$ cat src/design/clbi_pkg.sv
// Shared constants, state type and decode functions of the local bus interface
package clbi_pkg;
   localparam logic [2:0] CS_INTA    = 3'h0;
   localparam logic [2:0] CS_IO_RD   = 3'h1;
   localparam logic [2:0] CS_IO_WR   = 3'h2;
   localparam logic [2:0] CS_HALT    = 3'h3;
   localparam logic [2:0] CS_FETCH   = 3'h4;
   localparam logic [2:0] CS_MEM_RD  = 3'h5;
   localparam logic [2:0] CS_MEM_WR  = 3'h6;
   localparam logic [2:0] CS_PASSIVE = 3'h7;
   localparam int         CS_MEM_BIT = 2;
   localparam logic [1:0] SEG_CODE   = 2'h2;
   localparam logic [1:0] QS_NONE    = 2'h0;
   localparam logic       SPARE_BIT  = 1'b0;
   localparam logic       STRAP_MAX  = 1'b0;
   localparam logic [7:0] NMI_TYPE   = 8'h02;
   localparam logic [7:0] TYPE_NONE  = 8'h00;
   localparam logic [2:0] RST_MIN_CLK = 3'h4;
   localparam int         CHANNELS   = 2;

   typedef enum logic [3:0] {
      BS_IDLE, BS_T1, BS_T2, BS_T3, BS_TW, BS_T4, BS_GRANT, BS_HOLD, BS_DEAD
   } clbi_bus_t;

   function automatic logic is_read(input logic [2:0] code);
      return (code == CS_IO_RD) || (code == CS_FETCH) || (code == CS_MEM_RD);
   endfunction

   function automatic logic in_strobe(input clbi_bus_t st);
      return (st == BS_T2) || (st == BS_T3) || (st == BS_TW);
   endfunction
endpackage

$ cat src/design/clbi_top.sv
// Local bus interface: cycle sequencer, status pins, arbitration, interrupt inputs
`timescale 1ns/1ps
`default_nettype none
module clbi_top (
   input  wire logic       clk_sys_i,
   input  wire logic       rst_i,
   input  wire logic       cyc_valid_i,
   input  wire logic [2:0] cyc_code_i,
   input  wire logic       cyc_hi_byte_i,
   input  wire logic       cyc_addr0_i,
   input  wire logic [1:0] cyc_seg_i,
   input  wire logic       cyc_split_first_i,
   input  wire logic       cyc_inta_first_i,
   input  wire logic       ready_i,
   input  wire logic       instr_last_i,
   input  wire logic       instr_done_i,
   input  wire logic       lock_prefix_i,
   input  wire logic       irq_enable_i,
   input  wire logic       wait_instr_i,
   input  wire logic [1:0] queue_op_i,
   input  wire logic       maskable_irq_i,
   input  wire logic       unmaskable_irq_i,
   input  wire logic       wait_release_i,
   input  wire logic       cpu_reset_i,
   input  wire logic       config_strap_i,
   input  wire logic       bus_req_grant_hi_i,
   input  wire logic       bus_req_grant_lo_i,
   output logic [2:0]      cycle_status_o,
   output logic            cycle_status_oe_o,
   output logic            high_byte_enable_spare_status_o,
   output logic            high_byte_enable_spare_status_oe_o,
   output logic            low_address_bit_o,
   output logic            low_address_bit_oe_o,
   output logic            read_strobe_n_o,
   output logic            read_strobe_n_oe_o,
   output logic            bus_lock_n_o,
   output logic            bus_lock_n_oe_o,
   output logic            mem_io_o,
   output logic            mem_io_oe_o,
   output logic [1:0]      segment_status_o,
   output logic            segment_status_oe_o,
   output logic [1:0]      queue_status_o,
   output logic            bus_req_grant_hi_o,
   output logic            bus_req_grant_hi_oe_o,
   output logic            bus_req_grant_lo_o,
   output logic            bus_req_grant_lo_oe_o,
   output logic            cyc_done_o,
   output logic            hold_ack_o,
   output logic            irq_take_o,
   output logic            nmi_take_o,
   output logic [7:0]      int_type_o,
   output logic            wait_idle_o,
   output logic            restart_o,
   output logic            max_mode_o
);
   clbi_pkg::clbi_bus_t state_q, state_d;
   logic [2:0] code_q, code_d;
   logic       hi_q, hi_d, a0_q, a0_d, split_q, split_d, ack1_q, ack1_d;
   logic [1:0] seg_q, seg_d;
   logic [clbi_pkg::CHANNELS-1:0] pend_q, pend_d, pulse, grant;
   logic       owner_q, owner_d, early_q, early_d, sel, release_ok;
   logic       lock_q, lock_d, max_q, max_d, strap_q, strap_d;
   logic [2:0] rcnt_q, rcnt_d;
   logic       rprev_q, rprev_d, nprev_q, nprev_d, npend_q, npend_d;
   logic       irq_s, nmi_s, test_s, rst_s, drive, accept;
   logic [2:0] status_q, status_d;
   logic       status_oe_q, status_oe_d, bhe_q, bhe_d, pin_oe_q, pin_oe_d;
   logic       a0o_q, a0o_d, rd_n_q, rd_n_d, lock_n_q, lock_n_d, lock_oe_q, lock_oe_d;
   logic       mio_q, mio_d, mio_oe_q, mio_oe_d;
   logic [1:0] sego_q, sego_d, qs_q, qs_d;
   logic       done_q, done_d, hold_q, hold_d, irqt_q, irqt_d, nmit_q, nmit_d;
   logic [7:0] type_q, type_d;
   logic       idle_q, idle_d, restart_q, restart_d;
   logic [clbi_pkg::CHANNELS-1:0] rq_pin_i, rq_pin_o, rq_oe_o;

   clbi_sync #(
      .W (4)
   ) u_sync (
      .clk_sys_i (clk_sys_i),
      .rst_i     (rst_i),
      .d_i       ({maskable_irq_i, unmaskable_irq_i, wait_release_i, cpu_reset_i}),
      .q_o       ({irq_s, nmi_s, test_s, rst_s})
   );

   assign rq_pin_i = {bus_req_grant_lo_i, bus_req_grant_hi_i};

   // Index 0 is the higher-priority channel
   for (genvar ch = 0; ch < clbi_pkg::CHANNELS; ch++) begin : g_chan
      clbi_rqgt u_chan (
         .clk_sys_i (clk_sys_i),
         .rst_i     (rst_i),
         .enable_i  (max_q),
         .grant_i   (grant[ch]),
         .pin_i     (rq_pin_i[ch]),
         .pulse_o   (pulse[ch]),
         .pin_o     (rq_pin_o[ch]),
         .pin_oe_o  (rq_oe_o[ch])
      );
   end

   // Bus sequencer, arbitration, lock and reset tracking
   always_comb begin
      state_d = state_q;
      code_d  = code_q;
      hi_d    = hi_q;
      a0_d    = a0_q;
      seg_d   = seg_q;
      split_d = split_q;
      ack1_d  = ack1_q;
      owner_d = owner_q;
      accept  = 1'b0;
      sel     = ~pend_q[0];
      release_ok = early_q & ~split_q & ~ack1_q & ~lock_q;
      case (state_q)
         clbi_pkg::BS_IDLE: begin
            if (|pend_q) begin
               state_d = clbi_pkg::BS_GRANT;
            end else if (cyc_valid_i) begin
               state_d = clbi_pkg::BS_T1;
               accept  = 1'b1;
            end
         end
         clbi_pkg::BS_T1: state_d = clbi_pkg::BS_T2;
         clbi_pkg::BS_T2: state_d = clbi_pkg::BS_T3;
         clbi_pkg::BS_T3, clbi_pkg::BS_TW: begin
            // Ready is used as sampled: the system must present it synchronous
            state_d = ready_i ? clbi_pkg::BS_T4 : clbi_pkg::BS_TW;
         end
         clbi_pkg::BS_T4: begin
            state_d = ((|pend_q) && release_ok) ? clbi_pkg::BS_GRANT : clbi_pkg::BS_IDLE;
         end
         clbi_pkg::BS_GRANT: state_d = clbi_pkg::BS_HOLD;
         clbi_pkg::BS_HOLD: begin
            if (pulse[owner_q]) begin
               state_d = clbi_pkg::BS_DEAD;
            end
         end
         clbi_pkg::BS_DEAD: state_d = clbi_pkg::BS_IDLE;
         default: state_d = clbi_pkg::BS_IDLE;
      endcase
      if (rst_s) begin
         state_d = clbi_pkg::BS_IDLE;
         accept  = 1'b0;
      end
      if (accept) begin
         code_d  = cyc_code_i;
         hi_d    = cyc_hi_byte_i;
         a0_d    = cyc_addr0_i;
         seg_d   = cyc_seg_i;
         split_d = cyc_split_first_i;
         ack1_d  = cyc_inta_first_i;
      end
      grant = '0;
      if (state_d == clbi_pkg::BS_GRANT) begin
         grant[sel] = 1'b1;
         owner_d    = sel;
      end
      // Pulses during the dead clock or the owner's release are not new requests
      pend_d = pend_q & ~grant;
      for (int ch = 0; ch < clbi_pkg::CHANNELS; ch++) begin
         if (pulse[ch] && state_q != clbi_pkg::BS_DEAD
             && !(state_q == clbi_pkg::BS_HOLD && owner_q == ch)) begin
            pend_d[ch] = 1'b1;
         end
      end
      if (rst_s || !max_q) begin
         pend_d = '0;
      end
      early_d = early_q;
      if (state_q == clbi_pkg::BS_IDLE || state_q == clbi_pkg::BS_T4) begin
         early_d = 1'b0;
      end
      if ((|pend_d) && (state_q inside {clbi_pkg::BS_T1, clbi_pkg::BS_T2, clbi_pkg::BS_T3})) begin
         early_d = 1'b1;
      end
      lock_d = lock_q;
      if (instr_done_i) begin
         lock_d = 1'b0;
      end
      if (lock_prefix_i) begin
         lock_d = 1'b1;
      end
      if (rst_s) begin
         lock_d = 1'b0;
      end
      rcnt_d  = rst_s ? ((rcnt_q < clbi_pkg::RST_MIN_CLK) ? rcnt_q + 3'h1 : rcnt_q) : 3'h0;
      rprev_d = rst_s;
      // Strap is caught after the system reset and again while the cpu reset is high
      strap_d = 1'b1;
      max_d   = (!strap_q || rst_s) ? (config_strap_i == clbi_pkg::STRAP_MAX) : max_q;
   end

   // Pin images, computed from the next state so every pin leaves a flop
   always_comb begin
      drive       = (state_d != clbi_pkg::BS_GRANT) && (state_d != clbi_pkg::BS_HOLD);
      pin_oe_d    = drive;
      status_oe_d = drive & max_d;
      status_d    = clbi_pkg::CS_PASSIVE;
      if (state_d == clbi_pkg::BS_T1 || state_d == clbi_pkg::BS_T2) begin
         status_d = code_d;
      end
      a0o_d = a0_d;
      bhe_d = 1'b1;
      if (state_d == clbi_pkg::BS_T1) begin
         bhe_d = ~(hi_d | ack1_d);
      end else if (state_d == clbi_pkg::BS_T2 || state_d == clbi_pkg::BS_T3
                   || state_d == clbi_pkg::BS_TW || state_d == clbi_pkg::BS_T4) begin
         bhe_d = clbi_pkg::SPARE_BIT;
      end
      // Strobe falls only on the edge that opens the second state, as the byte enable pin turns to spare status
      rd_n_d    = ~(clbi_pkg::in_strobe(state_d) & clbi_pkg::is_read(code_d));
      lock_n_d  = ~lock_d;
      lock_oe_d = drive & max_d;
      mio_d     = code_d[clbi_pkg::CS_MEM_BIT];
      mio_oe_d  = drive & ~max_d;
      sego_d    = (state_d == clbi_pkg::BS_IDLE) ? clbi_pkg::SEG_CODE : seg_d;
      qs_d      = max_q ? queue_op_i : clbi_pkg::QS_NONE;
      done_d    = (state_d == clbi_pkg::BS_T4);
      hold_d    = (state_d == clbi_pkg::BS_HOLD);
      nprev_d   = nmi_s;
      // A rising edge in the taking cycle stays pending for the next instruction
      npend_d   = (npend_q & ~instr_last_i) | (nmi_s & ~nprev_q) | (npend_q & nmi_s & ~nprev_q);
      nmit_d    = instr_last_i & npend_q;
      irqt_d    = instr_last_i & irq_s & irq_enable_i & ~npend_q;
      type_d    = nmit_d ? clbi_pkg::NMI_TYPE : clbi_pkg::TYPE_NONE;
      idle_d    = wait_instr_i & test_s;
      restart_d = rprev_q & ~rst_s & (rcnt_q == clbi_pkg::RST_MIN_CLK);
   end

   always_ff @(posedge clk_sys_i or posedge rst_i) begin
      if (rst_i) begin
         state_q <= clbi_pkg::BS_IDLE;
         code_q <= clbi_pkg::CS_PASSIVE;
         {hi_q, a0_q, split_q, ack1_q, owner_q, early_q, lock_q} <= '0;
         seg_q <= clbi_pkg::SEG_CODE;
         pend_q <= '0;
         {max_q, strap_q, rprev_q, nprev_q, npend_q} <= '0;
         rcnt_q <= 3'h0;
         status_q <= clbi_pkg::CS_PASSIVE;
         {status_oe_q, pin_oe_q, lock_oe_q, mio_oe_q} <= '0;
         {bhe_q, rd_n_q, lock_n_q} <= 3'h7;
         {a0o_q, mio_q, done_q, hold_q, irqt_q, nmit_q, idle_q, restart_q} <= '0;
         sego_q <= clbi_pkg::SEG_CODE;
         qs_q <= clbi_pkg::QS_NONE;
         type_q <= clbi_pkg::TYPE_NONE;
      end else begin
         state_q <= state_d;
         code_q <= code_d;
         {hi_q, a0_q, split_q, ack1_q} <= {hi_d, a0_d, split_d, ack1_d};
         {owner_q, early_q, lock_q} <= {owner_d, early_d, lock_d};
         seg_q <= seg_d;
         pend_q <= pend_d;
         {max_q, strap_q, rprev_q, nprev_q, npend_q} <= {max_d, strap_d, rprev_d, nprev_d, npend_d};
         rcnt_q <= rcnt_d;
         status_q <= status_d;
         {status_oe_q, pin_oe_q, lock_oe_q, mio_oe_q} <= {status_oe_d, pin_oe_d, lock_oe_d, mio_oe_d};
         {bhe_q, rd_n_q, lock_n_q} <= {bhe_d, rd_n_d, lock_n_d};
         {a0o_q, mio_q, done_q, hold_q} <= {a0o_d, mio_d, done_d, hold_d};
         {irqt_q, nmit_q, idle_q, restart_q} <= {irqt_d, nmit_d, idle_d, restart_d};
         sego_q <= sego_d;
         qs_q <= qs_d;
         type_q <= type_d;
      end
   end

   assign cycle_status_o                     = status_q;
   assign cycle_status_oe_o                  = status_oe_q;
   assign high_byte_enable_spare_status_o    = bhe_q;
   assign high_byte_enable_spare_status_oe_o = pin_oe_q;
   assign low_address_bit_o                  = a0o_q;
   assign low_address_bit_oe_o               = pin_oe_q;
   assign read_strobe_n_o                    = rd_n_q;
   assign read_strobe_n_oe_o                 = pin_oe_q;
   assign bus_lock_n_o                       = lock_n_q;
   assign bus_lock_n_oe_o                    = lock_oe_q;
   assign mem_io_o                           = mio_q;
   assign mem_io_oe_o                        = mio_oe_q;
   assign segment_status_o                   = sego_q;
   assign segment_status_oe_o                = pin_oe_q;
   assign queue_status_o                     = qs_q;
   assign bus_req_grant_hi_o                 = rq_pin_o[0];
   assign bus_req_grant_hi_oe_o              = rq_oe_o[0];
   assign bus_req_grant_lo_o                 = rq_pin_o[1];
   assign bus_req_grant_lo_oe_o              = rq_oe_o[1];
   assign cyc_done_o                         = done_q;
   assign hold_ack_o                         = hold_q;
   assign irq_take_o                         = irqt_q;
   assign nmi_take_o                         = nmit_q;
   assign int_type_o                         = type_q;
   assign wait_idle_o                        = idle_q;
   assign restart_o                          = restart_q;
   assign max_mode_o                         = max_q;
endmodule
`default_nettype wire

$ cat src/design/clbi_sync.sv
// Two-flop synchroniser for asynchronous level inputs
`timescale 1ns/1ps
`default_nettype none
module clbi_sync #(
   parameter int W = 1
) (
   input  wire logic         clk_sys_i,
   input  wire logic         rst_i,
   input  wire logic [W-1:0] d_i,
   output logic      [W-1:0] q_o
);
   logic [W-1:0] meta_q;
   logic [W-1:0] meta_d;
   logic [W-1:0] sync_q;
   logic [W-1:0] sync_d;

   always_comb begin
      meta_d = d_i;
      sync_d = meta_q;
   end

   always_ff @(posedge clk_sys_i or posedge rst_i) begin
      if (rst_i) begin
         meta_q <= '0;
         sync_q <= '0;
      end else begin
         meta_q <= meta_d;
         sync_q <= sync_d;
      end
   end

   assign q_o = sync_q;
endmodule
`default_nettype wire

$ cat src/design/clbi_rqgt.sv
// One request/grant channel: pulse detector and grant pulse driver
`timescale 1ns/1ps
`default_nettype none
module clbi_rqgt (
   input  wire logic clk_sys_i,
   input  wire logic rst_i,
   input  wire logic enable_i,
   input  wire logic grant_i,
   input  wire logic pin_i,
   output logic      pulse_o,
   output logic      pin_o,
   output logic      pin_oe_o
);
   logic prev_q;
   logic prev_d;
   logic pulse_q;
   logic pulse_d;
   logic oe_q;
   logic oe_d;
   logic pin_q;
   logic pin_d;

   // Our own grant pulse must not be read back as a request
   always_comb begin
      prev_d  = pin_i | oe_q;
      pulse_d = enable_i & prev_q & ~pin_i & ~oe_q;
      oe_d    = grant_i;
      pin_d   = ~grant_i;
   end

   always_ff @(posedge clk_sys_i or posedge rst_i) begin
      if (rst_i) begin
         prev_q  <= 1'b1;
         pulse_q <= 1'b0;
         oe_q    <= 1'b0;
         pin_q   <= 1'b1;
      end else begin
         prev_q  <= prev_d;
         pulse_q <= pulse_d;
         oe_q    <= oe_d;
         pin_q   <= pin_d;
      end
   end

   assign pulse_o  = pulse_q;
   assign pin_o    = pin_q;
   assign pin_oe_o = oe_q;
endmodule
`default_nettype wire

$ cat config.mk
export PLATFORM = sky130hd
export DESIGN_NAME = clbi_top
export DESIGN_NICKNAME = d
export VERILOG_FILES = /design/src/design/clbi_pkg.sv /design/src/design/clbi_top.sv /design/src/design/clbi_sync.sv /design/src/design/clbi_rqgt.sv
export SDC_FILE = /design/constraint.sdc
export NUM_CORES = 1
export LEC_CHECK = 0
export CAP_MARGIN = 20
export CORE_ASPECT_RATIO = 1.25
export CORE_MARGIN = 5
export CORE_UTILIZATION = 49
export CTS_BUF_LIST = sky130_fd_sc_hd__clkbuf_8
export CTS_CLUSTER_SIZE = 14
export DETAILED_ROUTE_END_ITERATION = 6
export DONT_BUFFER_PORTS = 1
export GPL_TIMING_DRIVEN = 0
export SYNTH_ARGS = -nofsm -noshare
export SYNTH_HDL_FRONTEND = slang
export SYNTH_SLANG_ARGS = --single-unit
$ cat constraint.sdc
create_clock -name clk_sys_i -period 2.97 [get_ports clk_sys_i]
set_clock_uncertainty 0.2 [all_clocks]
set_input_delay 0.7425 -clock clk_sys_i [delete_from_list [all_inputs] [get_ports clk_sys_i]]
set_output_delay 0.7425 -clock clk_sys_i [all_outputs]
set_load 0.03 [all_outputs]
==> qor.txt <==
1st-iter DRT viols: 66
Yosys top cell by area: dfrtp_1
Synth top area share: 46.35%
Reg2reg start: state_q[0]
Maximum clock rate: 0.4179 GHz
Area growth syn-to-layout: 13.90%
Clock Tree Buf Depth: 2
Sequential share of the synthesized area: 62.22%
Initial antenna violation count: 0
Total track usage: 16.45%
Max Cap Violations: 0
DR WL/cell: 16.79 um
Synth top area cells: dfrtp_1, dfstp_2, buf_4, mux2_2, nor2_1
Chip Width: 73.68 um
N_diodes: 0
Internal: 1700 uW
Synthesis warning total: 0
R2R cell count: 6
Clock latency on the worst-skew pair: 330 ps
Worst-margin pin slew: 489.6 ps
Gate power share: 16.3%
Net Sw Frac: 29.14%
Setup bufs post-CTS: 0
Root Driver: clkbuf_8
Fin. max-slew vios: 0
Data arrival time of the worst path: 2410 ps
Kind of critical path: flip-flop to flip-flop
Vias in the first global route: 1611
Die area: 6602 sq um
R2R setup slack: 580 ps
Final Wtd Congestion: 0.9219
Critical path peak fanout: 10
Final hold vios: 0
Num ports: 65
Aggregate global routing overflow: 0
Setup tns final: 0 ps
Hold buffers post-CTS: 0
Worst setup SP type: flip-flop
CP endpoint kind: flip-flop
Yosys reg bits: 61
Layout cells sized above 1: 28.63%
Synth Flop Type: dfrtp_1
First-pass GRT wire length: 7.797 mm
Synth Instances: 204
Drt total wl: 4.852 mm
Commonest cells in the netlist: dfrtp_1, dfstp_2, nor2_1, buf_4, inv_1
Initial Utilization: 49.60%
Post-layout util: 56.50%
TritonCTS clock tree: done
Final ANT Viol Nets: 0
Max-slew headroom: 67.06%
Tmin final: 2393 ps
Cell Area, Synth: 2484 sq um
Clock transition at path regs: 60 ps
Post-synth EDFFs: 0
Unique masters post-synth: 49
Syn Area/Cell: 12.17 sq um
Fin area: 2829 sq um
RSZ-0062 raised after global routing: false
Hpwl dp: 3.558 mm
Die height: 89.60 um
CTS sink count: 61
Pre-Repair DR Iteration Count: 6
Via Count: 1516
I/O Buffers: 0
Leakage: 0.001305 uW
Most frequent cell after synthesis: dfrtp_1
Outcome: finished, final reports clean
PD cells: 848.3 nW/um^2
CORE AREA: 5007 sq um
Worst hold path type: input port to asynchronous set/reset pin
CTS buffer count: 9
Async SR Flop Fraction: 100.0%
Clock power share: 33.6%
Switching Power: 699.2 uW
Final setup violation count: 0
Fin nets: 251
Drt drc: 0
Seq pwr share: 50.1%
Tcrit/Tclk final: 80.57%
# rows: 29
CP required: 2990 ps
Vias per cell: 5.246
Reg2reg end: early_q
Largest net degree at the start of global routing: 44
PostCTS Resize Cnt: 0
Placed Area: 2604 sq um
Max rail drop VDD: 0.5278 mV
H-tree depth: 3
## power by group through the flow
stage | Sequential [uW] | Clock (uW) | Combinational [uW]
floorplan | 1190 | 0 | 322
global placement | 1210 | 0 | 375
detailed placement | 1220 | 0 | 393
CTS | 1200 | 836 | 395
global route | 1220 | 883 | 444
finish | 1200 | 807 | 391
## area by class of cell
| class | count | area (sq um) |
|---|---|---|
| Fill cell | 458 | 2178 |
| Inverter | 11 | 41.29 |
| Clock inverter | 5 | 73.82 |
| Clock buffer | 11 | 151.4 |
| Sequential cell | 61 | 1545 |
| Multi-Input combinational cell | 118 | 790.8 |
| Tap cell | 62 | 77.57 |
| Buffer | 20 | 128.9 |
| Timing Repair Buffer | 1 | 20.02 |
## stage by stage
stage,total power [uW],std cells,hold WS [ps],setup slack [ps]
after global routing,2547,289,93.76,427.6
after global placement,1589,272,134.8,86.58
after detailed placement,1611,273,138.9,469.1
final,2400,289,82.45,577.0
after CTS,2436,289,74.59,587.0
after floorplan,1514,210,131.2,539.3
## critical path: stages (launching register included)
cell and delay [ps]:
dfrtp_1 390, clkbuf_1 230, or2_2 360, nor4_1 380, o211ai_2 220, a21o_1 220, a211o_1 290
## how the worst max path moves through the flow
stage                start             endpoint  slack [ps]  depth (start not counted)
6_report        state_q[0]              early_q         580                          6
5_1_grt         state_q[0]  segment_status_o[1]         430                          5
4_1_cts          pend_q[0]  segment_status_o[1]         590                          5
2_1_floorplan        rst_i               ack1_q         540                          1
3_3_place_gp         rst_i             mem_io_o          90                          1
3_5_place_dp   cyc_valid_i  segment_status_o[1]         470                          4
## cells by family (layout without fill, tap and decap cells)
family,Yosys count,in the layout,share of synthesized area (%)
and+or+nand+nor,64,64,15.32
DFF,61,61,62.22
AOI/OAI and AO/OA,31,31,8.716
buffers and inverters,31,48,6.851
muxes,11,11,4.887
adders and majority gates,2,2,1.007
other,2,8,0.3024
xor gates and xnor gates,2,2,0.7054
## sequential cells by signal, summed over array words and instances (netlist names), 2 cells and up
register                count
pend_q                      2
g_chan.u_chan.pulse_o       2
cycle_status_o              3
rcnt_q                      3
g_chan.u_chan.pin_o         2
queue_status_o              2
u_sync.meta_q               4
g_chan.u_chan.pin_oe_o      2
code_q                      3
segment_status_o            2
seg_q                       2
g_chan.u_chan.prev_q        2
u_sync.q_o                  4
state_q                     4
## metal layers
layer,up-vias,routed length (um),GRT usage [%],share of wire (%)
li1,713,-,-,-
met4,0,99,8.567,2.0
met1,746,1849,18.22,38
met5,-,0,0,0
met2,47,2543,26.45,52
met3,10,360,7.572,7.4
## cells in the final DEF, fill, tap and decap left out, types with 3 or more instances in the layout
| cell type | n |
|---|---|
| a21o_1 | 3 |
| a21oi_1 | 7 |
| and2_1 | 6 |
| buf_4 | 14 |
| clkbuf_1 | 5 |
| clkbuf_8 | 11 |
| conb_1 | 8 |
| dfrtp_1 | 46 |
| dfstp_2 | 15 |
| inv_1 | 11 |
| mux2_2 | 9 |
| nand2_1 | 7 |
| nand3_1 | 4 |
| nor2_1 | 15 |
| nor2b_1 | 3 |
| nor3_1 | 4 |
| o211ai_1 | 4 |
| o21ai_0 | 3 |
| or2_2 | 4 |
Power figures use the tool's default switching activity.
